`src/core/serial_regs_pkg.sv`:
```
// shared constants and carrier types for the dual serial controller register bank
package serial_regs_pkg;

    // byte offsets on the register bus, one aligned word each
    localparam logic [7:0] OFS_LINE_STATUS_A = 8'h00;
    localparam logic [7:0] OFS_LINE_STATUS_B = 8'h04;
    localparam logic [7:0] OFS_OUT_PIN_CFG = 8'h08;
    localparam logic [7:0] OFS_AUX_CONTROL = 8'h0C;
    localparam logic [7:0] OFS_INPUT_CHANGE = 8'h10;
    localparam logic [7:0] OFS_INT_PENDING = 8'h14;
    localparam logic [7:0] OFS_INT_MASK = 8'h18;
    localparam logic [7:0] OFS_CT_PRESET_HIGH = 8'h1C;
    localparam logic [7:0] OFS_CT_PRESET_LOW = 8'h20;
    localparam logic [7:0] OFS_INT_VECTOR = 8'h24;
    localparam logic [7:0] OFS_OUTPUT_PORT = 8'h28;
    localparam logic [7:0] OFS_EVENT_CLEAR = 8'h2C;

    // values after reset
    localparam logic [7:0] RST_ZERO8 = 8'h00;
    localparam logic [7:0] RST_INT_VECTOR = 8'h0F;

    // interrupt pending bit positions
    localparam int IRQ_INPUT_CHANGE = 7;
    localparam int IRQ_BREAK_B = 6;
    localparam int IRQ_RX_B = 5;
    localparam int IRQ_TX_B = 4;
    localparam int IRQ_COUNTER = 3;
    localparam int IRQ_BREAK_A = 2;
    localparam int IRQ_RX_A = 1;
    localparam int IRQ_TX_A = 0;

    // auxiliary control fields
    localparam int AUX_BAUD_BIT = 7;
    localparam int AUX_CT_MODE_MSB = 6;
    localparam int AUX_CT_MODE_LSB = 4;

    // output pin 3 / pin 2 selector codes
    localparam logic [1:0] SEL_PORT_BIT = 2'h0;
    localparam logic [1:0] SEL_SRC_ONE = 2'h1;
    localparam logic [1:0] SEL_SRC_TWO = 2'h2;
    localparam logic [1:0] SEL_SRC_THREE = 2'h3;

    // ahb transfer type for a single transfer
    localparam logic [1:0] HTRANS_NONSEQ = 2'h2;

    // per-channel line flags, bit 7 first
    typedef struct packed {
        logic received_break;
        logic framing_error;
        logic parity_error;
        logic overrun_error;
        logic transmitter_empty;
        logic transmitter_ready;
        logic receive_fifo_full;
        logic receiver_ready;
    } line_flags_t;

    // clock sources that may be routed to output pins 3 and 2
    typedef struct packed {
        logic ct_output;
        logic tx_clk_b_1x;
        logic rx_clk_b_1x;
        logic tx_clk_a_16x;
        logic tx_clk_a_1x;
        logic rx_clk_a_1x;
    } pin_sources_t;

endpackage

```
`src/core/input_change_detect.sv`:
```
// change detector and level mirror for the four general inputs
`timescale 1ns/1ns
module input_change_detect (
    input wire logic i_core_clk,        // core clock
    input wire logic i_rst_n,           // synchronous reset, active low
    input wire logic [3:0] i_level,     // general inputs 3..0
    input wire logic i_clear,           // one-cycle pulse: clear change flags
    output logic [3:0] o_level,         // registered present level
    output logic [3:0] o_change         // sticky change flags
);

    logic armed_q;
    logic [3:0] level_q;
    logic [3:0] change_q;

    // first cycle after reset only loads the level, so a high input is no false change
    always_ff @(posedge i_core_clk)
    begin
        if (!i_rst_n)
            armed_q <= 1'b0;
        else
            armed_q <= 1'b1;
    end

    genvar g;
    generate
        for (g = 0; g < 4; g++)
        begin : g_bit
            // level mirror and sticky change flag; a new change beats a clear
            always_ff @(posedge i_core_clk)
            begin
                if (!i_rst_n)
                begin
                    level_q[g] <= 1'b0;
                    change_q[g] <= 1'b0;
                end
                else
                begin
                    level_q[g] <= i_level[g];
                    if (armed_q && (i_level[g] != level_q[g]))
                        change_q[g] <= 1'b1;
                    else if (i_clear)
                        change_q[g] <= 1'b0;
                end
            end
        end
    endgenerate

    assign o_level = level_q;
    assign o_change = change_q;
endmodule

```
`src/core/serial_status_regs.sv`:
```
// register bank for status, pin function, aux control and interrupt of a dual serial controller
//
// Chosen here: register access over AHB-Lite and the address map.
`timescale 1ns/1ns
module serial_status_regs (
    input wire logic i_core_clk,                          // core clock, 10 MHz
    input wire logic i_rst_n,                             // synchronous reset, active low
    input wire logic i_hsel,                              // ahb slave select
    input wire logic [7:0] i_haddr,                       // ahb byte address, low bits
    input wire logic [1:0] i_htrans,                      // ahb transfer type
    input wire logic i_hwrite,                            // ahb write
    input wire logic [2:0] i_hsize,                       // ahb size, word only
    input wire logic [31:0] i_hwdata,                     // ahb write data
    input wire logic i_hready,                            // ahb bus ready
    output logic [31:0] o_hrdata,                         // ahb read data
    output logic o_hreadyout,                             // ahb slave ready
    output logic o_hresp,                                 // ahb response, always okay
    input wire serial_regs_pkg::line_flags_t i_flags_a,  // channel a line flags
    input wire serial_regs_pkg::line_flags_t i_flags_b,  // channel b line flags
    input wire logic i_break_change_a,                    // pulse: channel a break changed
    input wire logic i_break_change_b,                    // pulse: channel b break changed
    input wire logic i_rx_ready_full_a,                   // channel a rx ready or fifo full
    input wire logic i_rx_ready_full_b,                   // channel b rx ready or fifo full
    input wire logic i_counter_ready,                     // pulse: counter reached end
    input wire serial_regs_pkg::pin_sources_t i_pin_src,  // clocks routable to pins 3, 2
    input wire logic [3:0] i_general_in,                  // general inputs 3..0
    input wire logic i_int_ack,                           // pulse: interrupt acknowledge
    output logic [7:0] o_general_out,                     // general output pins 7..0
    output logic o_irq,                                   // interrupt request, active high
    output logic [7:0] o_vector,                          // vector during acknowledge
    output logic o_vector_valid,                          // pulse: vector valid
    output logic o_baud_table_choice,                     // 0 table set 1, 1 table set 2
    output logic [2:0] o_ct_mode,                         // counter mode and source
    output logic [15:0] o_ct_preset                       // counter preset value
);

    logic [7:0] status_a_q;
    logic [7:0] status_b_q;
    logic [7:0] pin_cfg_q;
    logic [7:0] aux_q;
    logic [7:0] mask_q;
    logic [7:0] ct_high_q;
    logic [7:0] ct_low_q;
    logic [7:0] vector_q;
    logic [7:0] port_q;
    logic break_a_q;
    logic break_b_q;
    logic counter_q;
    logic [7:0] pending;
    logic [3:0] in_level;
    logic [3:0] in_change;
    logic change_clear;
    logic [7:0] rdata_d;
    logic [31:0] hrdata_q;
    logic wr_pend_q;
    logic [7:0] wr_addr_q;
    logic wr_en;
    logic rd_en;
    logic [7:0] gen_out_q;
    logic irq_q;
    logic [7:0] vec_out_q;
    logic vec_valid_q;
    logic [7:0] clr_bits;

    // address phase: a valid single transfer to this slave
    assign rd_en = i_hsel && i_hready && (i_htrans == serial_regs_pkg::HTRANS_NONSEQ)
        && !i_hwrite;
    assign wr_en = wr_pend_q;
    assign clr_bits = (wr_en && (wr_addr_q == serial_regs_pkg::OFS_EVENT_CLEAR))
        ? i_hwdata[7:0] : serial_regs_pkg::RST_ZERO8;
    // reading the input change register acknowledges its change flags
    assign change_clear = rd_en && (i_haddr == serial_regs_pkg::OFS_INPUT_CHANGE);

    input_change_detect u_change (
        .i_core_clk(i_core_clk),
        .i_rst_n(i_rst_n),
        .i_level(i_general_in),
        .i_clear(change_clear),
        .o_level(in_level),
        .o_change(in_change)
    );

    // write address is held over to the data phase, where hwdata stands
    always_ff @(posedge i_core_clk)
    begin
        if (!i_rst_n)
        begin
            wr_pend_q <= 1'b0;
            wr_addr_q <= serial_regs_pkg::RST_ZERO8;
        end
        else if (i_hready)
        begin
            wr_pend_q <= i_hsel && (i_htrans == serial_regs_pkg::HTRANS_NONSEQ) && i_hwrite;
            wr_addr_q <= i_haddr;
        end
    end

    // status mirrors of both channels; follow the flags every cycle, zero at reset
    always_ff @(posedge i_core_clk)
    begin
        if (!i_rst_n)
        begin
            status_a_q <= serial_regs_pkg::RST_ZERO8;
            status_b_q <= serial_regs_pkg::RST_ZERO8;
        end
        else
        begin
            status_a_q <= i_flags_a;
            status_b_q <= i_flags_b;
        end
    end

    // software-written control registers
    always_ff @(posedge i_core_clk)
    begin
        if (!i_rst_n)
        begin
            pin_cfg_q <= serial_regs_pkg::RST_ZERO8;
            mask_q <= serial_regs_pkg::RST_ZERO8;
            port_q <= serial_regs_pkg::RST_ZERO8;
            vector_q <= serial_regs_pkg::RST_INT_VECTOR;
            aux_q <= serial_regs_pkg::RST_ZERO8;
            ct_high_q <= serial_regs_pkg::RST_ZERO8;
            ct_low_q <= serial_regs_pkg::RST_ZERO8;
        end
        else if (wr_en)
        begin
            unique case (wr_addr_q)
                serial_regs_pkg::OFS_OUT_PIN_CFG: pin_cfg_q <= i_hwdata[7:0];
                serial_regs_pkg::OFS_AUX_CONTROL: aux_q <= i_hwdata[7:0];
                serial_regs_pkg::OFS_INT_MASK: mask_q <= i_hwdata[7:0];
                serial_regs_pkg::OFS_CT_PRESET_HIGH: ct_high_q <= i_hwdata[7:0];
                serial_regs_pkg::OFS_CT_PRESET_LOW: ct_low_q <= i_hwdata[7:0];
                serial_regs_pkg::OFS_INT_VECTOR: vector_q <= i_hwdata[7:0];
                serial_regs_pkg::OFS_OUTPUT_PORT: port_q <= i_hwdata[7:0];
                default: ;
            endcase
        end
    end

    // sticky event flags; a new event in the clearing cycle wins
    always_ff @(posedge i_core_clk)
    begin
        if (!i_rst_n)
        begin
            break_a_q <= 1'b0;
            break_b_q <= 1'b0;
            counter_q <= 1'b0;
        end
        else
        begin
            break_a_q <= i_break_change_a
                || (break_a_q && !clr_bits[serial_regs_pkg::IRQ_BREAK_A]);
            break_b_q <= i_break_change_b
                || (break_b_q && !clr_bits[serial_regs_pkg::IRQ_BREAK_B]);
            counter_q <= i_counter_ready || (counter_q && !clr_bits[serial_regs_pkg::IRQ_COUNTER]);
        end
    end

    // pending flags: ready bits are live levels, input change is gated by aux enables
    always_comb
    begin
        pending = serial_regs_pkg::RST_ZERO8;
        pending[serial_regs_pkg::IRQ_INPUT_CHANGE] = |(in_change & aux_q[3:0]);
        pending[serial_regs_pkg::IRQ_BREAK_B] = break_b_q;
        pending[serial_regs_pkg::IRQ_RX_B] = i_rx_ready_full_b;
        pending[serial_regs_pkg::IRQ_TX_B] = i_flags_b.transmitter_ready;
        pending[serial_regs_pkg::IRQ_COUNTER] = counter_q;
        pending[serial_regs_pkg::IRQ_BREAK_A] = break_a_q;
        pending[serial_regs_pkg::IRQ_RX_A] = i_rx_ready_full_a;
        pending[serial_regs_pkg::IRQ_TX_A] = i_flags_a.transmitter_ready;
    end

    // read mux in the address phase, so read data stands for the whole data phase
    always_comb
    begin
        rdata_d = serial_regs_pkg::RST_ZERO8;
        unique case (i_haddr)
            serial_regs_pkg::OFS_LINE_STATUS_A: rdata_d = status_a_q;
            serial_regs_pkg::OFS_LINE_STATUS_B: rdata_d = status_b_q;
            serial_regs_pkg::OFS_OUT_PIN_CFG: rdata_d = pin_cfg_q;
            serial_regs_pkg::OFS_AUX_CONTROL: rdata_d = aux_q;
            serial_regs_pkg::OFS_INPUT_CHANGE: rdata_d = {in_change, in_level};
            serial_regs_pkg::OFS_INT_PENDING: rdata_d = pending;
            serial_regs_pkg::OFS_INT_MASK: rdata_d = mask_q;
            serial_regs_pkg::OFS_CT_PRESET_HIGH: rdata_d = ct_high_q;
            serial_regs_pkg::OFS_CT_PRESET_LOW: rdata_d = ct_low_q;
            serial_regs_pkg::OFS_INT_VECTOR: rdata_d = vector_q;
            serial_regs_pkg::OFS_OUTPUT_PORT: rdata_d = port_q;
            default: rdata_d = serial_regs_pkg::RST_ZERO8;
        endcase
    end

    // zero-wait slave: ready always high, unmapped reads return zero
    always_ff @(posedge i_core_clk)
    begin
        if (!i_rst_n)
            hrdata_q <= 32'h00000000;
        else if (rd_en)
            hrdata_q <= {24'h000000, rdata_d};
    end

    // output pin functions, registered so the pins never glitch
    always_ff @(posedge i_core_clk)
    begin
        if (!i_rst_n)
            gen_out_q <= serial_regs_pkg::RST_ZERO8;
        else
        begin
            gen_out_q[7] <= pin_cfg_q[7] ? i_flags_b.transmitter_ready : port_q[7];
            gen_out_q[6] <= pin_cfg_q[6] ? i_flags_a.transmitter_ready : port_q[6];
            gen_out_q[5] <= pin_cfg_q[5] ? i_rx_ready_full_b : port_q[5];
            gen_out_q[4] <= pin_cfg_q[4] ? i_rx_ready_full_a : port_q[4];
            unique case (pin_cfg_q[3:2])
                serial_regs_pkg::SEL_PORT_BIT: gen_out_q[3] <= port_q[3];
                serial_regs_pkg::SEL_SRC_ONE: gen_out_q[3] <= i_pin_src.ct_output;
                serial_regs_pkg::SEL_SRC_TWO: gen_out_q[3] <= i_pin_src.tx_clk_b_1x;
                serial_regs_pkg::SEL_SRC_THREE: gen_out_q[3] <= i_pin_src.rx_clk_b_1x;
            endcase
            unique case (pin_cfg_q[1:0])
                serial_regs_pkg::SEL_PORT_BIT: gen_out_q[2] <= port_q[2];
                serial_regs_pkg::SEL_SRC_ONE: gen_out_q[2] <= i_pin_src.tx_clk_a_16x;
                serial_regs_pkg::SEL_SRC_TWO: gen_out_q[2] <= i_pin_src.tx_clk_a_1x;
                serial_regs_pkg::SEL_SRC_THREE: gen_out_q[2] <= i_pin_src.rx_clk_a_1x;
            endcase
            gen_out_q[1:0] <= port_q[1:0];
        end
    end

    // interrupt request and vector answer; a level, so the host sees it until serviced
    always_ff @(posedge i_core_clk)
    begin
        if (!i_rst_n)
        begin
            irq_q <= 1'b0;
            vec_out_q <= serial_regs_pkg::RST_ZERO8;
            vec_valid_q <= 1'b0;
        end
        else
        begin
            irq_q <= |(pending & mask_q);
            vec_valid_q <= i_int_ack;
            if (i_int_ack)
                vec_out_q <= vector_q;
        end
    end

    assign o_hrdata = hrdata_q;
    assign o_hreadyout = 1'b1;
    assign o_hresp = 1'b0;
    assign o_general_out = gen_out_q;
    assign o_irq = irq_q;
    assign o_vector = vec_out_q;
    assign o_vector_valid = vec_valid_q;
    assign o_baud_table_choice = aux_q[serial_regs_pkg::AUX_BAUD_BIT];
    assign o_ct_mode = aux_q[serial_regs_pkg::AUX_CT_MODE_MSB:serial_regs_pkg::AUX_CT_MODE_LSB];
    assign o_ct_preset = {ct_high_q, ct_low_q};
endmodule

```
`config.mk`:
```
export PLATFORM = sky130hd
export DESIGN_NAME = serial_status_regs
export DESIGN_NICKNAME = d
export VERILOG_FILES = /design/src/core/serial_regs_pkg.sv /design/src/core/input_change_detect.sv /design/src/core/serial_status_regs.sv
export SDC_FILE = /design/constraint.sdc
export NUM_CORES = 1
export LEC_CHECK = 0
export ABC_CLOCK_PERIOD_IN_PS = 3800
export BUFFER_PORTS_ARGS = -buffer_cell sky130_fd_sc_hd__buf_2
export CORE_MARGIN = 3
export CORE_UTILIZATION = 30
export DETAILED_ROUTE_END_ITERATION = 7
export PLACE_DENSITY_LB_ADDON = 0.3
export SYNTH_ARGS = -nofsm -noshare
export SYNTH_HDL_FRONTEND = slang
export SYNTH_SLANG_ARGS = --single-unit
export TNS_END_PERCENT = 50
```
`constraint.sdc`:
```
create_clock -name i_core_clk -period 3.8 [get_ports i_core_clk]
set_input_delay 0.76 -clock i_core_clk [delete_from_list [all_inputs] [get_ports i_core_clk]]
set_output_delay 0.76 -clock i_core_clk [all_outputs]
set_load 0.02 [all_outputs]
```
==> flow_metrics.py <==
metrics = {
    "status": {
        "status": "finished, final reports clean",
    },
    "clocking": {
        "cts_setup_buffers": 0,
        "cts_resized": 0,
        "cts_root_buf": "clkbuf_16",
        "cts_tree": "done",
        "numCtsBuffers": 17,
        "clkTransAtPathRegs_ns": 0.06,
        "hold_buffers": 0,
        "worstSkewPairLatency_ns": 0.42,
        "cts.sinks": 119,
        "cts_buffer_depth": 2,
        "htree_levels": 4,
    },
    "critical_path": {
        "path_cells": "nor3b_1 -> nor3b_2 -> buf_4 -> nand3b_1 -> mux2i_1 -> nor2b_1",
        "critical_path_class": "flop to flop",
        "worstPathRequired_ns": 4.11,
        "cp-end-kind": "flop",
        "reg2reg_slack_ns": 1.41,
        "cp_slowest_stage_delay_ns": 0.62,
        "cp.arrival_ns": 2.69,
        "path_buf_inv": 1,
        "startpoint_type": "flop",
        "cp.depth": 6,
        "worstRegToRegCells": 6,
        "cp_slowest_cell": "nor3b_1",
        "worstPathMaxFanout": 20,
        "path_delay_family": "simple AND/OR/NAND/NOR gates",
    },
    "yosys": {
        "netlist_area_sq_mm": 0.005515,
        "synth_top_family_by_area": "simple AND/OR/NAND/NOR gates",
        "avgSynthCellArea_sq_um": 9.814,
        "synth_compound_area_share_pct": 11.57,
        "synth-edff-count": 0,
        "async_flop_share_pct": 0,
        "synth_seq_cells": 119,
        "ys_types": 48,
        "synthXorXnorAreaFrac_pct": 0.6352,
        "synthSimpleGateAreaFrac_pct": 21.37,
        "ys_warn_count": 0,
        "synth_seq_area_share_pct": 43.19,
        "syn_inst": 562,
        "synthAdderAreaFrac_pct": 0,
        "ys.flop_type": "dfxtp_1",
        "synthMuxAreaShare_pct": 16.38,
    },
    "sta": {
        "maxSlewHeadroom_pct": 40.98,
        "max_freq_mhz": 418.8,
        "min_period_over_period_pct": 62.83,
        "worst_pin_slew_ns": 0.8780,
        "hold_viol": 0,
        "setup_viol": 0,
        "holdWs_ns": 0.4517,
        "tns_ns": 0,
        "fin_skew_ns": 0.008968,
        "grt_setup_unrepaired": "no",
        "layout_min_cycle_time_ns": 2.388,
        "report.final.slew_viol_count": 0,
    },
    "final_layout": {
        "final_util_pct": 37.57,
        "drive_gt1_share_pct": 23.79,
        "diodes": 0,
        "syn2layout_area_growth_pct": 20.28,
        "nets": 729,
    },
    "hold_path": {
        "min_path_cells": 2,
        "worstHoldPathType": "flop to flop",
    },
    "global_route": {
        "antenna_found_initial": 0,
        "grt_use_total_pct": 16.88,
        "grt_start_max_net_pins": 68,
        "gr-total-overflow": 0,
        "first_global_vias": 4335,
        "grt_first_pass_wirelength_um": 25500,
    },
    "route": {
        "first_iter_violations": 289,
        "wl_per_cell_um": 19.12,
        "drt.antenna.violating_nets": 0,
        "vias": 4397,
        "dr.pass1.iters": 5,
        "drc": 0,
        "wl_um": 16920,
        "avgViaCountPerCell": 4.968,
    },
    "placed_design": {
        "hpwl_um": 12590,
        "gp_congestion": 0.8993,
        "port_buffers": 100,
    },
    "die": {
        "core-area_sq_mm": 0.01766,
        "io_pins": 154,
        "die-area_sq_mm": 0.02005,
        "die_h_um": 141.6,
        "chipWidth_um": 141.6,
        "start_util_pct": 31.24,
        "num_rows": 48,
    },
    "power_and_ir_drop": {
        "ir_worst_vdd_uv": 321.9,
        "p_leak_nw": 2.853,
        "power.density_mw_per_mm2": 458.1,
    },
    "flow_run": {
        "drv_cap": 0,
    },
}
-- final timing paths --
path | from | endpoint
setup reg to reg | wr_en | mask_q[0]
setup / recovery | wr_en | mask_q[0]
hold reg to reg | o_hrdata[4] | o_hrdata[4]
hold / removal | o_hrdata[4] | o_hrdata[4]
-- routing by layer --
metal  track usage (%)  vias to the layer above  part of all wire [%]  wire, um
met5                 0                        -                     0         0
met4             5.808                        0                   1.8       298
met3             4.179                       20                   6.1      1037
met2             26.46                      155                    45      7671
met1             22.75                     2120                    47      7914
li1                  -                     2102                     -         -
-- logic make-up (layout without fill, tap and decap cells) --
group	after synthesis	count (layout)
AOI/OAI and AO/OA	88	88
xor gates and xnor gates	4	4
buffers and inverters	64	138
DFF	119	119
muxes	83	83
other	2	26
and+or+nand+nor	202	202
-- worst reg2reg max path, stage by stage, from the launching register on --
cell	delay (ns)
dfxtp_1	0.33
nor3b_1	0.62
nor3b_2	0.28
buf_4	0.27
nand3b_1	0.42
mux2i_1	0.30
nor2b_1	0.06
-- report_power, final --
part | internal, mW | switching [mW]
clock network | 0.947 | 0.581
logic | 0.0784 | 0.137
registers | 1.28 | 0.0199
total | 2.30 | 0.738
-- synthesized netlist by cell type, types with 4 or more instances --
| cell | number | area share, % |
|---|---|---|
| buf_2 | 11 | 1.0 |
| nor2_1 | 15 | 1.0 |
| clkbuf_1 | 19 | 1.3 |
| mux2i_1 | 70 | 13 |
| a22oi_1 | 19 | 2.6 |
| buf_4 | 31 | 4.2 |
| nor3_1 | 7 | 0.64 |
| a21oi_1 | 9 | 0.82 |
| nand2_1 | 39 | 2.7 |
| mux2_2 | 8 | 1.6 |
| a221oi_1 | 5 | 0.79 |
| xor2_1 | 4 | 0.64 |
| nand3_1 | 22 | 2.0 |
| a21boi_0 | 15 | 2.0 |
| a21boi_1 | 4 | 0.54 |
| dfxtp_1 | 119 | 43 |
| and2_1 | 34 | 3.9 |
| o21ai_0 | 13 | 1.2 |
| mux4_2 | 5 | 2.0 |
| nor2b_1 | 60 | 6.8 |
-- stage by stage --
step | cell area (sq um) | setup slack [ns] | power [mW] | instances
6_report | 6634 | 1.412 | 3.039 | 885
3_3_place_gp | 6063 | 1.135 | 1.535 | 853
5_1_grt | 6634 | 1.290 | 3.134 | 885
4_1_cts | 6634 | 1.395 | 3.069 | 885
2_1_floorplan | 5605 | 1.652 | 1.470 | 586
3_5_place_dp | 6063 | 1.177 | 1.538 | 853
-- final cells by class --
| class | instances | area [sq um] |
|---|---|---|
| Multi-Input combinational cell | 403 | 2853 |
| Timing Repair Buffer | 103 | 535.5 |
| Clock buffer | 21 | 470.5 |
| Fill cell | 1782 | 11020 |
| Inverter | 3 | 11.26 |
| Clock inverter | 11 | 100.1 |
| Tap cell | 225 | 281.5 |
| Sequential cell | 119 | 2382 |
-- state kept, by name, indices dropped and copies added (netlist names), 4 cells and up --
signal / cells
aux_q: 8
ct_high_q: 8
ct_low_q: 8
mask_q: 8
o_general_out: 8
o_hrdata: 8
o_vector: 8
pin_cfg_q: 8
port_q: 8
status_a_q: 8
status_b_q: 8
u_change.o_change: 4
u_change.o_level: 4
vector_q: 8
wr_addr_q: 8
-- layout by cell type, fill, tap and decap left out, types with 7 or more instances in the layout --
cell and count:
nor2_1 15, nand3_1 22, buf_2 100, nor2b_1 60
nor3_1 7, a21boi_0 15, nand2_1 39, a22oi_1 19
dfxtp_1 119, and2_1 34, conb_1 26, a21oi_1 9
mux2_2 8, clkbuf_16 17, o21ai_0 13, mux2i_1 70
Note: power is estimated with default switching activity, not from simulation.
